<file path="config.mk">
export PLATFORM = sky130hd
export DESIGN_NAME = rurs_top
export DESIGN_NICKNAME = d
export VERILOG_FILES = /design/src/shared/rurs_pkg.sv /design/src/hw/rurs_cause.sv /design/src/hw/rurs_top.sv
export SDC_FILE = /design/constraint.sdc
export NUM_CORES = 1
export LEC_CHECK = 0
export BUFFER_PORTS_ARGS = -buffer_cell sky130_fd_sc_hd__buf_2
export CORE_UTILIZATION = 40
export CTS_BUF_LIST = sky130_fd_sc_hd__clkbuf_8
export DETAILED_ROUTE_END_ITERATION = 12
export PLACE_DENSITY = 0.64
export REMOVE_ABC_BUFFERS = 1
export SKIP_CTS_REPAIR_TIMING = 1
export SLEW_MARGIN = 0
export SYNTH_ARGS = -nofsm -noshare
export SYNTH_HDL_FRONTEND = slang
export SYNTH_SLANG_ARGS = --single-unit
</file>
<file path="constraint.sdc">
create_clock -name i_clk_sys -period 3.4 [get_ports i_clk_sys]
set_clock_uncertainty 0.05 [all_clocks]
set_input_delay 1.02 -clock i_clk_sys [delete_from_list [all_inputs] [get_ports i_clk_sys]]
set_output_delay 1.02 -clock i_clk_sys [all_outputs]
set_load 0.005 [all_outputs]
</file>
<file path="src/shared/rurs_pkg.sv">
// constants for the remap / usb reset-state register bank
// assumes an apb master on the system clock; reset causes arrive as one-cycle pulses
package rurs_pkg;
   localparam int unsigned N_IN_REMAP = 27;
   localparam int unsigned N_OUT_REMAP = 23;
   localparam int unsigned N_EP = 16;
   localparam int unsigned N_DSGP = 2;
   // register map, byte addresses (word aligned)
   localparam logic [11:0] OFS_IN_REMAP = 12'h000;
   localparam logic [11:0] OFS_OUT_REMAP = 12'h080;
   localparam logic [11:0] OFS_OUT_REMAP_SOLO = 12'h0dc;
   localparam logic [11:0] OFS_USB_CFG = 12'h100;
   localparam logic [11:0] OFS_USB_IE = 12'h104;
   localparam logic [11:0] OFS_USB_EIE = 12'h108;
   localparam logic [11:0] OFS_EP = 12'h140;
   localparam logic [11:0] OFS_DSGP = 12'h180;
   localparam logic [11:0] OFS_STATUS = 12'h200;
   localparam logic [11:0] OFS_TOS = 12'h204;
   localparam logic [11:0] OFS_STACK_POINTER_REG = 12'h208;
   localparam logic [11:0] OFS_PC = 12'h20c;
   localparam logic [11:0] OFS_IRQ_FLAGS = 12'h210;
   // reset values, implemented-bit masks, wake vectors and unmapped read data
   localparam logic [7:0] RST_IN_REMAP = 8'hff;
   localparam logic [7:0] RST_OUT_REMAP = 8'h00;
   localparam logic [7:0] MASK_OUT_SOLO = 8'h0f;
   localparam logic [7:0] MASK_USB_CFG = 8'hd7;
   localparam logic [7:0] MASK_USB_IE = 8'h7f;
   localparam logic [7:0] MASK_USB_EIE = 8'h3f;
   localparam logic [7:0] MASK_EP = 8'h1f;
   localparam logic [7:0] MASK_SMALL_PKG = 8'h3f;
   localparam logic [20:0] VEC_HIGH = 21'h000008;
   localparam logic [20:0] VEC_LOW = 21'h000018;
   localparam logic [4:0] STACK_POINTER_REG_RST = 5'h00;
   localparam logic [31:0] UNMAPPED_DATA = 32'h0000_0000;
   typedef enum logic [3:0] {
      RURS_EV_NONE = 4'b0001,
      RURS_EV_POR = 4'b0010,
      RURS_EV_HARD = 4'b0100,
      RURS_EV_WAKE = 4'b1000
   } rurs_ev_t;
endpackage

</file>
<file path="src/hw/rurs_cause.sv">
// reset-cause priority decoder
// assumes cause inputs are synchronous pulses from the reset controller
`timescale 1ns/1ps
module rurs_cause (
   input wire logic i_clk_sys,
   input wire logic i_nrst,
   input wire logic i_por,
   input wire logic i_bor,
   input wire logic i_master_clear_pin,
   input wire logic i_wdt_rst,
   input wire logic i_instr_rst,
   input wire logic i_stack_rst,
   input wire logic i_wake,
   output rurs_pkg::rurs_ev_t o_ev
);
   import rurs_pkg::*;
   wire any_por;
   wire any_hard;
   rurs_ev_t ev_nxt;
   // power-on wins over other resets, any reset over a wake
   assign any_por = i_por | i_bor;
   assign any_hard = i_master_clear_pin | i_wdt_rst | i_instr_rst | i_stack_rst;
   assign ev_nxt = any_por ? RURS_EV_POR :
                   any_hard ? RURS_EV_HARD :
                   i_wake ? RURS_EV_WAKE : RURS_EV_NONE;
   always_ff @(posedge i_clk_sys or negedge i_nrst) begin
      if (!i_nrst) begin
         o_ev <= RURS_EV_NONE;
      end else begin
         o_ev <= ev_nxt;
      end
   end
endmodule

</file>
<file path="src/hw/rurs_top.sv">
// remap and usb register bank with reset-state and wake-up handling
// assumes apb master on i_clk_sys; core inputs are on the same clock
//
// The APB interface to the registers and the placing of the registers were decided locally.
`timescale 1ns/1ps
module rurs_top #(
   parameter bit SMALL_PKG = 1'b0
) (
   input wire logic i_clk_sys,
   input wire logic i_nrst,
   input wire logic i_psel,
   input wire logic i_penable,
   input wire logic i_pwrite,
   input wire logic [11:0] i_paddr,
   input wire logic [31:0] i_pwdata,
   output logic [31:0] o_prdata,
   output logic o_pready,
   output logic o_pslverr,
   input wire logic i_por,
   input wire logic i_bor,
   input wire logic i_master_clear_pin,
   input wire logic i_wdt_rst,
   input wire logic i_instr_rst,
   input wire logic i_stack_rst,
   input wire logic i_wake,
   input wire logic i_wake_irq,
   input wire logic i_wake_hi,
   input wire logic [7:0] i_wake_src,
   input wire logic i_gie_low,
   input wire logic i_gie_high,
   input wire logic i_vbat_ok,
   input wire logic [20:0] i_pc,
   output logic [20:0] o_pc,
   output logic o_pc_load,
   output logic [20:0] o_tos,
   output logic [4:0] o_stack_pointer_reg,
   output logic [7:0] o_irq_flags
);
   import rurs_pkg::*;
   rurs_ev_t ev;
   logic [7:0] in_remap_r [N_IN_REMAP];
   logic [7:0] out_remap_r [N_OUT_REMAP];
   logic [7:0] out_solo_r;
   logic [7:0] usb_cfg_r;
   logic [7:0] usb_ie_r;
   logic [7:0] usb_eie_r;
   logic [7:0] ep_r [N_EP];
   logic [7:0] dsgp_r [N_DSGP];
   logic dsgp_valid_r;
   logic [20:0] pc_r;
   logic pc_load_r;
   logic [20:0] tos_r;
   logic [4:0] stack_pointer_reg_r;
   logic [7:0] flags_r;
   logic [31:0] prdata_r;
   logic pready_r;
   logic pslverr_r;
   logic wake_irq_p;
   logic wake_hold;
   logic [7:0] wake_src_p;

   function automatic logic [7:0] pkg_mask(input logic [7:0] m);
      // marked registers lose their top two bits on small packages
      pkg_mask = SMALL_PKG ? (m & MASK_SMALL_PKG) : m;
   endfunction

   function automatic logic in_win(input logic [11:0] a, input logic [11:0] base,
                                   input int unsigned n);
      in_win = (a >= base) && (a < 12'(base + 12'(n * 4))) && (a[1:0] == 2'b00);
   endfunction

   wire is_rst = (ev == RURS_EV_POR) || (ev == RURS_EV_HARD);
   wire is_por = (ev == RURS_EV_POR);
   wire is_wake = (ev == RURS_EV_WAKE);
   wire gie_any = i_gie_low | i_gie_high;
   wire wake_push = is_wake && wake_irq_p && gie_any;
   wire setup = i_psel && !i_penable;
   wire wr_en = i_psel && i_penable && i_pwrite && pready_r;
   wire [9:0] widx = i_paddr[11:2];
   wire hit_in = in_win(i_paddr, OFS_IN_REMAP, N_IN_REMAP);
   wire hit_out = in_win(i_paddr, OFS_OUT_REMAP, N_OUT_REMAP);
   wire hit_ep = in_win(i_paddr, OFS_EP, N_EP);
   wire hit_dsgp = in_win(i_paddr, OFS_DSGP, N_DSGP);
   wire [4:0] i_in = 5'(widx - 10'(OFS_IN_REMAP >> 2));
   wire [4:0] i_out = 5'(widx - 10'(OFS_OUT_REMAP >> 2));
   wire [3:0] i_ep = 4'(widx - 10'(OFS_EP >> 2));
   wire [0:0] i_ds = 1'(widx - 10'(OFS_DSGP >> 2));
   wire [7:0] wbyte = i_pwdata[7:0];
   wire mapped = hit_in || hit_out || hit_ep || hit_dsgp ||
                 i_paddr == OFS_OUT_REMAP_SOLO || i_paddr == OFS_USB_CFG ||
                 i_paddr == OFS_USB_IE || i_paddr == OFS_USB_EIE ||
                 i_paddr == OFS_STATUS || i_paddr == OFS_TOS ||
                 i_paddr == OFS_STACK_POINTER_REG || i_paddr == OFS_PC ||
                 i_paddr == OFS_IRQ_FLAGS;
   logic [31:0] rd_mux;

   rurs_cause u_cause (
      .i_clk_sys(i_clk_sys),
      .i_nrst(i_nrst),
      .i_por(i_por),
      .i_bor(i_bor),
      .i_master_clear_pin(i_master_clear_pin),
      .i_wdt_rst(i_wdt_rst),
      .i_instr_rst(i_instr_rst),
      .i_stack_rst(i_stack_rst),
      .i_wake(i_wake),
      .o_ev(ev)
   );

   // wake details are held one cycle to line up with the decoded event;
   // the source byte too, since it is gone by the time the event is decoded
   always_ff @(posedge i_clk_sys or negedge i_nrst) begin
      if (!i_nrst) begin
         wake_irq_p <= 1'b0;
         wake_hold <= 1'b0;
         wake_src_p <= 8'h00;
      end else begin
         wake_irq_p <= i_wake_irq;
         wake_hold <= i_wake_hi;
         wake_src_p <= i_wake_src;
      end
   end

   // remap selections: set on resets, untouched by wakes
   always_ff @(posedge i_clk_sys or negedge i_nrst) begin
      if (!i_nrst) begin
         for (int k = 0; k < N_IN_REMAP; k++) in_remap_r[k] <= RST_IN_REMAP;
         for (int k = 0; k < N_OUT_REMAP; k++) out_remap_r[k] <= RST_OUT_REMAP;
         out_solo_r <= RST_OUT_REMAP;
      end else if (is_rst) begin
         for (int k = 0; k < N_IN_REMAP; k++) in_remap_r[k] <= RST_IN_REMAP;
         for (int k = 0; k < N_OUT_REMAP; k++) out_remap_r[k] <= RST_OUT_REMAP;
         out_solo_r <= RST_OUT_REMAP;
      end else if (wr_en) begin
         // a wake event falls through here with no reload
         if (hit_in) in_remap_r[i_in] <= wbyte;
         if (hit_out) out_remap_r[i_out] <= wbyte;
         if (i_paddr == OFS_OUT_REMAP_SOLO) out_solo_r <= wbyte & MASK_OUT_SOLO;
      end
   end

   // usb configuration, enables and endpoint controls
   always_ff @(posedge i_clk_sys or negedge i_nrst) begin
      if (!i_nrst) begin
         usb_cfg_r <= 8'h00;
         usb_ie_r <= 8'h00;
         usb_eie_r <= 8'h00;
         for (int k = 0; k < N_EP; k++) ep_r[k] <= 8'h00;
      end else if (is_rst) begin
         usb_cfg_r <= 8'h00;
         usb_ie_r <= 8'h00;
         usb_eie_r <= 8'h00;
         for (int k = 0; k < N_EP; k++) ep_r[k] <= 8'h00;
      end else if (wr_en) begin
         // unimplemented positions never store, so they read zero
         if (i_paddr == OFS_USB_CFG) usb_cfg_r <= wbyte & MASK_USB_CFG;
         if (i_paddr == OFS_USB_IE) usb_ie_r <= wbyte & MASK_USB_IE;
         if (i_paddr == OFS_USB_EIE) usb_eie_r <= wbyte & MASK_USB_EIE;
         if (hit_ep) ep_r[i_ep] <= wbyte & MASK_EP;
      end
   end

   // deep-sleep words clear on i_nrst, on the first power-on, or on the first power-on after battery was lost
   always_ff @(posedge i_clk_sys or negedge i_nrst) begin
      if (!i_nrst) begin
         dsgp_valid_r <= 1'b0;
         for (int k = 0; k < N_DSGP; k++) dsgp_r[k] <= 8'h00;
      end else if (!i_vbat_ok) begin
         dsgp_valid_r <= 1'b0;
      end else if (is_por && !dsgp_valid_r) begin
         dsgp_valid_r <= 1'b1;
         for (int k = 0; k < N_DSGP; k++) dsgp_r[k] <= 8'h00;
      end else if (wr_en && hit_dsgp) begin
         dsgp_r[i_ds] <= wbyte;
      end
   end

   // core side: stack push and vector load on interrupt wake
   always_ff @(posedge i_clk_sys or negedge i_nrst) begin
      if (!i_nrst) begin
         pc_r <= 21'h0;
         pc_load_r <= 1'b0;
         tos_r <= 21'h0;
         stack_pointer_reg_r <= STACK_POINTER_REG_RST;
         flags_r <= 8'h00;
      end else if (is_rst) begin
         pc_load_r <= 1'b0;
         stack_pointer_reg_r <= STACK_POINTER_REG_RST;
      end else begin
         pc_load_r <= wake_push;
         if (wake_push) begin
            tos_r <= i_pc;
            stack_pointer_reg_r <= 5'(stack_pointer_reg_r + 5'd1);
            pc_r <= wake_hold ? VEC_HIGH : VEC_LOW;
         end
         // source flag set on wake wins over a software clear
         if (is_wake) begin
            flags_r <= ((wr_en && i_paddr == OFS_IRQ_FLAGS) ? (flags_r & ~wbyte) : flags_r)
                       | ((wake_src_p == 8'h00) ? 8'h01 : wake_src_p);
         end else if (wr_en && i_paddr == OFS_IRQ_FLAGS) begin
            flags_r <= flags_r & ~wbyte;
         end
      end
   end

   always_comb begin
      rd_mux = UNMAPPED_DATA;
      if (hit_in) rd_mux = {24'h0, pkg_mask(in_remap_r[i_in])};
      else if (hit_out) rd_mux = {24'h0, pkg_mask(out_remap_r[i_out])};
      else if (hit_ep) rd_mux = {24'h0, ep_r[i_ep]};
      else if (hit_dsgp) rd_mux = {24'h0, dsgp_r[i_ds]};
      else if (i_paddr == OFS_OUT_REMAP_SOLO) rd_mux = {24'h0, out_solo_r};
      else if (i_paddr == OFS_USB_CFG) rd_mux = {24'h0, usb_cfg_r};
      else if (i_paddr == OFS_USB_IE) rd_mux = {24'h0, usb_ie_r};
      else if (i_paddr == OFS_USB_EIE) rd_mux = {24'h0, usb_eie_r};
      else if (i_paddr == OFS_STATUS) rd_mux = {28'h0, ev};
      else if (i_paddr == OFS_TOS) rd_mux = {11'h0, tos_r};
      else if (i_paddr == OFS_STACK_POINTER_REG) rd_mux = {27'h0, stack_pointer_reg_r};
      else if (i_paddr == OFS_PC) rd_mux = {11'h0, pc_r};
      else if (i_paddr == OFS_IRQ_FLAGS) rd_mux = {24'h0, flags_r};
   end

   // no wait states: pready rises in the first access cycle
   always_ff @(posedge i_clk_sys or negedge i_nrst) begin
      if (!i_nrst) begin
         pready_r <= 1'b0;
         prdata_r <= 32'h0;
         pslverr_r <= 1'b0;
      end else begin
         pready_r <= setup;
         pslverr_r <= setup && !mapped;
         if (setup && !i_pwrite) prdata_r <= rd_mux;
      end
   end

   assign o_prdata = prdata_r;
   assign o_pready = pready_r;
   assign o_pslverr = pslverr_r;
   assign o_pc = pc_r;
   assign o_pc_load = pc_load_r;
   assign o_tos = tos_r;
   assign o_stack_pointer_reg = stack_pointer_reg_r;
   assign o_irq_flags = flags_r;

   AST_PUSH_PTR: assert property (@(posedge i_clk_sys) disable iff (!i_nrst)
      wake_push |=> (o_stack_pointer_reg == 5'($past(o_stack_pointer_reg) + 5'd1)) && o_tos == $past(i_pc))
      else $error("stack push on wake wrong");
   AST_VECTOR: assert property (@(posedge i_clk_sys) disable iff (!i_nrst)
      wake_push |=> o_pc_load && (o_pc == VEC_HIGH || o_pc == VEC_LOW))
      else $error("vector not loaded");
   AST_FLAG: assert property (@(posedge i_clk_sys) disable iff (!i_nrst)
      is_wake |=> o_irq_flags != 8'h00 && (o_irq_flags & $past(wake_src_p)) == $past(wake_src_p))
      else $error("no wake source flag");
   AST_CFG_ZERO: assert property (@(posedge i_clk_sys) disable iff (!i_nrst)
      (usb_cfg_r & ~MASK_USB_CFG) == 8'h00 && (usb_ie_r & ~MASK_USB_IE) == 8'h00)
      else $error("unimplemented bit set");
   AST_DSGP_KEEP: assert property (@(posedge i_clk_sys) disable iff (!i_nrst)
      (is_por && dsgp_valid_r && i_vbat_ok) |=> dsgp_r[0] == $past(dsgp_r[0]))
      else $error("deep-sleep word lost");
   AST_IN_ONES: assert property (@(posedge i_clk_sys) disable iff (!i_nrst)
      is_rst |=> in_remap_r[0] == RST_IN_REMAP && in_remap_r[N_IN_REMAP-1] == RST_IN_REMAP)
      else $error("input remap not ones");
   AST_OUT_ZERO: assert property (@(posedge i_clk_sys) disable iff (!i_nrst)
      is_rst |=> out_remap_r[0] == 8'h00 && out_solo_r == 8'h00)
      else $error("output remap not zero");
   AST_USB_ZERO: assert property (@(posedge i_clk_sys) disable iff (!i_nrst)
      is_rst |=> usb_cfg_r == 8'h00 && usb_ie_r == 8'h00 && usb_eie_r == 8'h00)
      else $error("usb regs not cleared");
   AST_EP_ZERO: assert property (@(posedge i_clk_sys) disable iff (!i_nrst)
      is_rst |=> ep_r[0] == 8'h00 && ep_r[N_EP-1] == 8'h00)
      else $error("endpoint not cleared");
   AST_WAKE_KEEP: assert property (@(posedge i_clk_sys) disable iff (!i_nrst)
      (is_wake && !wr_en) |=> $stable(usb_cfg_r) && $stable(in_remap_r[0]))
      else $error("wake changed register");
   AST_SP_RST: assert property (@(posedge i_clk_sys) disable iff (!i_nrst)
      is_rst |=> o_stack_pointer_reg == STACK_POINTER_REG_RST)
      else $error("stack pointer not zero");
   AST_PRIO: assert property (@(posedge i_clk_sys) disable iff (!i_nrst)
      (i_por && i_master_clear_pin && i_wake) |=> ev == RURS_EV_POR)
      else $error("reset priority wrong");
endmodule

</file>
==> metrics.csv <==
metric,value,unit
WS Path Type,input port to register,
Synth area leaders,"dfrtp_1 34%, dfstp_2 20%, mux4_2 7.9%, o2bb2ai_1 5.8%, a21oi_1 4.7%",
die width,267,um
Cell variety after synth,81,
LEAKAGE,13.8,nW
ys async rst share,1.00,
crit end category,register,
die area,0.0713,mm2
clk root buf,clkbuf_8,
status,"complete, no violations",
core area,0.0691,mm2
Largest regs,"in_remap_r: 216 flops, out_remap_r: 184 flops, ep_r: 80 flops",
"Seq/Total Area, Yosys",0.538,
via count,21688,
Initial DRT Pass Iterations,7,
Die Y-Extent,267,um
TritonCTS Buffers,100,
fraction of layout cells with a size suffix above 1,0.328,
Routed Wire Length,85800,um
worst slew pin tran,980,ps
number of vias per cell,5.80,
Post-synth EDFFs,0,
Worst Path Buf+Inv,3,
crit path time final,3110,ps
max FFs per register,216,
Synth Area in Compound Gates,0.170,
Worst path max stage delay,850,ps
HP Class,register to register,
CP max FO,27,
"Design Area, Final",0.0330,mm2
Rows,96,
"Hold Vio Cnt, Final",0,
final HPWL from detailed placement,58700,um
CP top delay family,compound AO/OA/AOI/OAI gates,
Final ANT Viol Nets,0,
dpl cell area,0.0308,mm2
Clock Pin Slew Worst Setup and Hold Paths,60,ps
cell area after synthesis,0.0281,mm2
relative slew slack,0.330,
top-count cell post-synth,dfrtp_1,
area share of the largest cell type after synthesis,0.336,
vias in the first global route,21937,
count of input and output buffers,125,
area taken by multi-input logic gates,0.0119,mm2
"reg-to-reg slack, setup",700,ps
Overflow after GRT,0,
post-synthesis mux area share,0.128,
DR iter-0 viols,2170,
simple-gate area share of the yosys netlist,0.117,
register area,0.0151,mm2
CTS tree,done,
hold_ws,360,ps
WP data arrival,3630,ps
CTS sink count,594,
P per Cell Area,510,mW/mm2
Max clock buf depth,3,
CP cell instances,"buf_8, buf_12, mux4_2, a32oi_1, o21ai_0, a2111oi_0, buf_4, o31ai_1",
htree depth,3,
first-pass GRT wire length,133000,um
pre-CTS setup slack,-430,ps
Synth Area in XOR/XNOR,0.00125,
Critical Path Source Type,input port,
Clock Latency Late Sink,710,ps
synth-to-layout area growth,17.5,%
fmax,321,MHz
ys flop type,dfrtp_1,
largest family of logic cells by synthesized area,compound AO/OA/AOI/OAI gates,
Max-cap violations,0,
"slowest stage cell, crit path",a2111oi_0,
period utilisation layout,0.915,
Post-Syn Area per Cell,11.4,um2
Post-route DRC,0,
RSZ-0062 raised after global routing,no,
GP Congestion,0.941,
Syn. warnings,0,
Largest Register,in_remap_r,
final core occ,0.478,
nets,2808,
GRT Util Overall,0.243,
maximum vdd ir drop,314,uV
post-synthesis sequential element count,594,
num ports,180,
Initial Util,0.407,
Post-Synth Adder-Cell Area,0.000445,
WL/cell,23.0,um
"Slew Viols, Final",0,
Final Setup Violations,0,
setup ws final,288,ps
post-synthesis cell count,2460,
fill count,6223,
initial antenna violation count,3,
Critical Path RT,3920,ps
largest net degree at the start of global routing,126,
"top cells by count, synth","377 x dfrtp_1, 297 x nor2_1, 262 x a21oi_1, 241 x nand2_1, 217 x dfstp_2",
most area-hungry cell type in the Yosys netlist,dfrtp_1,
==> cell type report <==
class,count,share of cell area
inverter,8,0.000909
antenna,1,0.0000758
timing repair buffer,341,0.0798
clock buffer,134,0.0558
sequential,594,0.458
tap,931,0.0353
multi-input combinational,1672,0.359
clock inverter,56,0.0109
==> worst register-to-register path: cells and delay by family, from the launching register on <==
| family | cells | cell delay [ps] |
|---|---|---|
| xor gates and xnor gates | 1 | 290 |
| AOI/OAI and AO/OA | 2 | 350 |
| and+or+nand+nor | 2 | 780 |
| buffers and inverters | 1 | 690 |
| DFF | 1 | 420 |
==> stage by stage <==
step / instances / TNS, ps / power (W)
after floorplan: 2274 / -2393760 / 0.00908
after global placement: 3546 / -1160 / 0.0100
after detailed placement: 3546 / -2750 / 0.0101
after CTS: 3736 / 0 / 0.0170
after global routing: 3737 / 0 / 0.0175
final: 3737 / 0 / 0.0169
==> placed cells by master (no fill, tap or decap), types with 7 or more instances in the layout <==
cell type,count
mux2i_1,103
inv_1,41
mux4_2,99
buf_12,29
a22o_1,40
nand2_2,19
o211ai_1,8
o2bb2ai_1,187
clkinvlp_4,7
dfstp_2,217
clkinv_2,11
nor3_1,12
dfrtp_1,377
or3_1,8
nand3_1,64
nand2b_1,7
a221oi_1,7
mux2_2,29
o21ai_0,46
a21oi_4,20
a21oi_1,262
conb_1,30
nor4_1,9
nand2_1,241
nor2_1,297
buf_4,187
a22oi_1,15
nand4_1,10
buf_2,122
a211oi_1,14
a2111oi_0,7
clkbuf_8,134
nor2b_1,10
nor2_2,8
==> report_power, final <==
group / switching [W] / total, W / internal, W
Clock: 0.00302 / 0.00685 / 0.00383
Sequential: 0.000218 / 0.00796 / 0.00774
Combinational: 0.00134 / 0.00205 / 0.000713
==> logic make-up after synthesis <==
family | after synthesis
XOR/XNOR | 4
AO/OA/AOI/OAI | 671
AND/OR/NAND/NOR | 735
buffers and inverters | 223
other | 1
multiplexers | 231
adder cells (fa/ha/maj) | 1
flip-flops | 594
==> path summary, 6_finish.rpt <==
path / startpoint / to / cells after the start
setup / recovery: i_paddr[2] / o_prdata[3] / 8
hold / removal: wake_hold / o_pc[4] / 1
setup reg to reg: u_cause.o_ev[1] / in_remap_r[111] / 6
hold reg to reg: wake_hold / o_pc[4] / 1
max in group asynchronous: i_nrst / out_remap_r[19] / 2
min in group asynchronous: i_nrst / in_remap_r[137] / 1
==> routing by layer <==
| layer | vias to the layer above | track usage | share of wire |
|---|---|---|---|
| met5 | - | 0 | 0 |
| met4 | 0 | 0.0811 | 0.031 |
| met3 | 181 | 0.0462 | 0.070 |
| met2 | 892 | 0.385 | 0.47 |
| met1 | 11120 | 0.336 | 0.43 |
| li1 | 9495 | - | - |
Note: power is estimated with default switching activity, not from simulation.
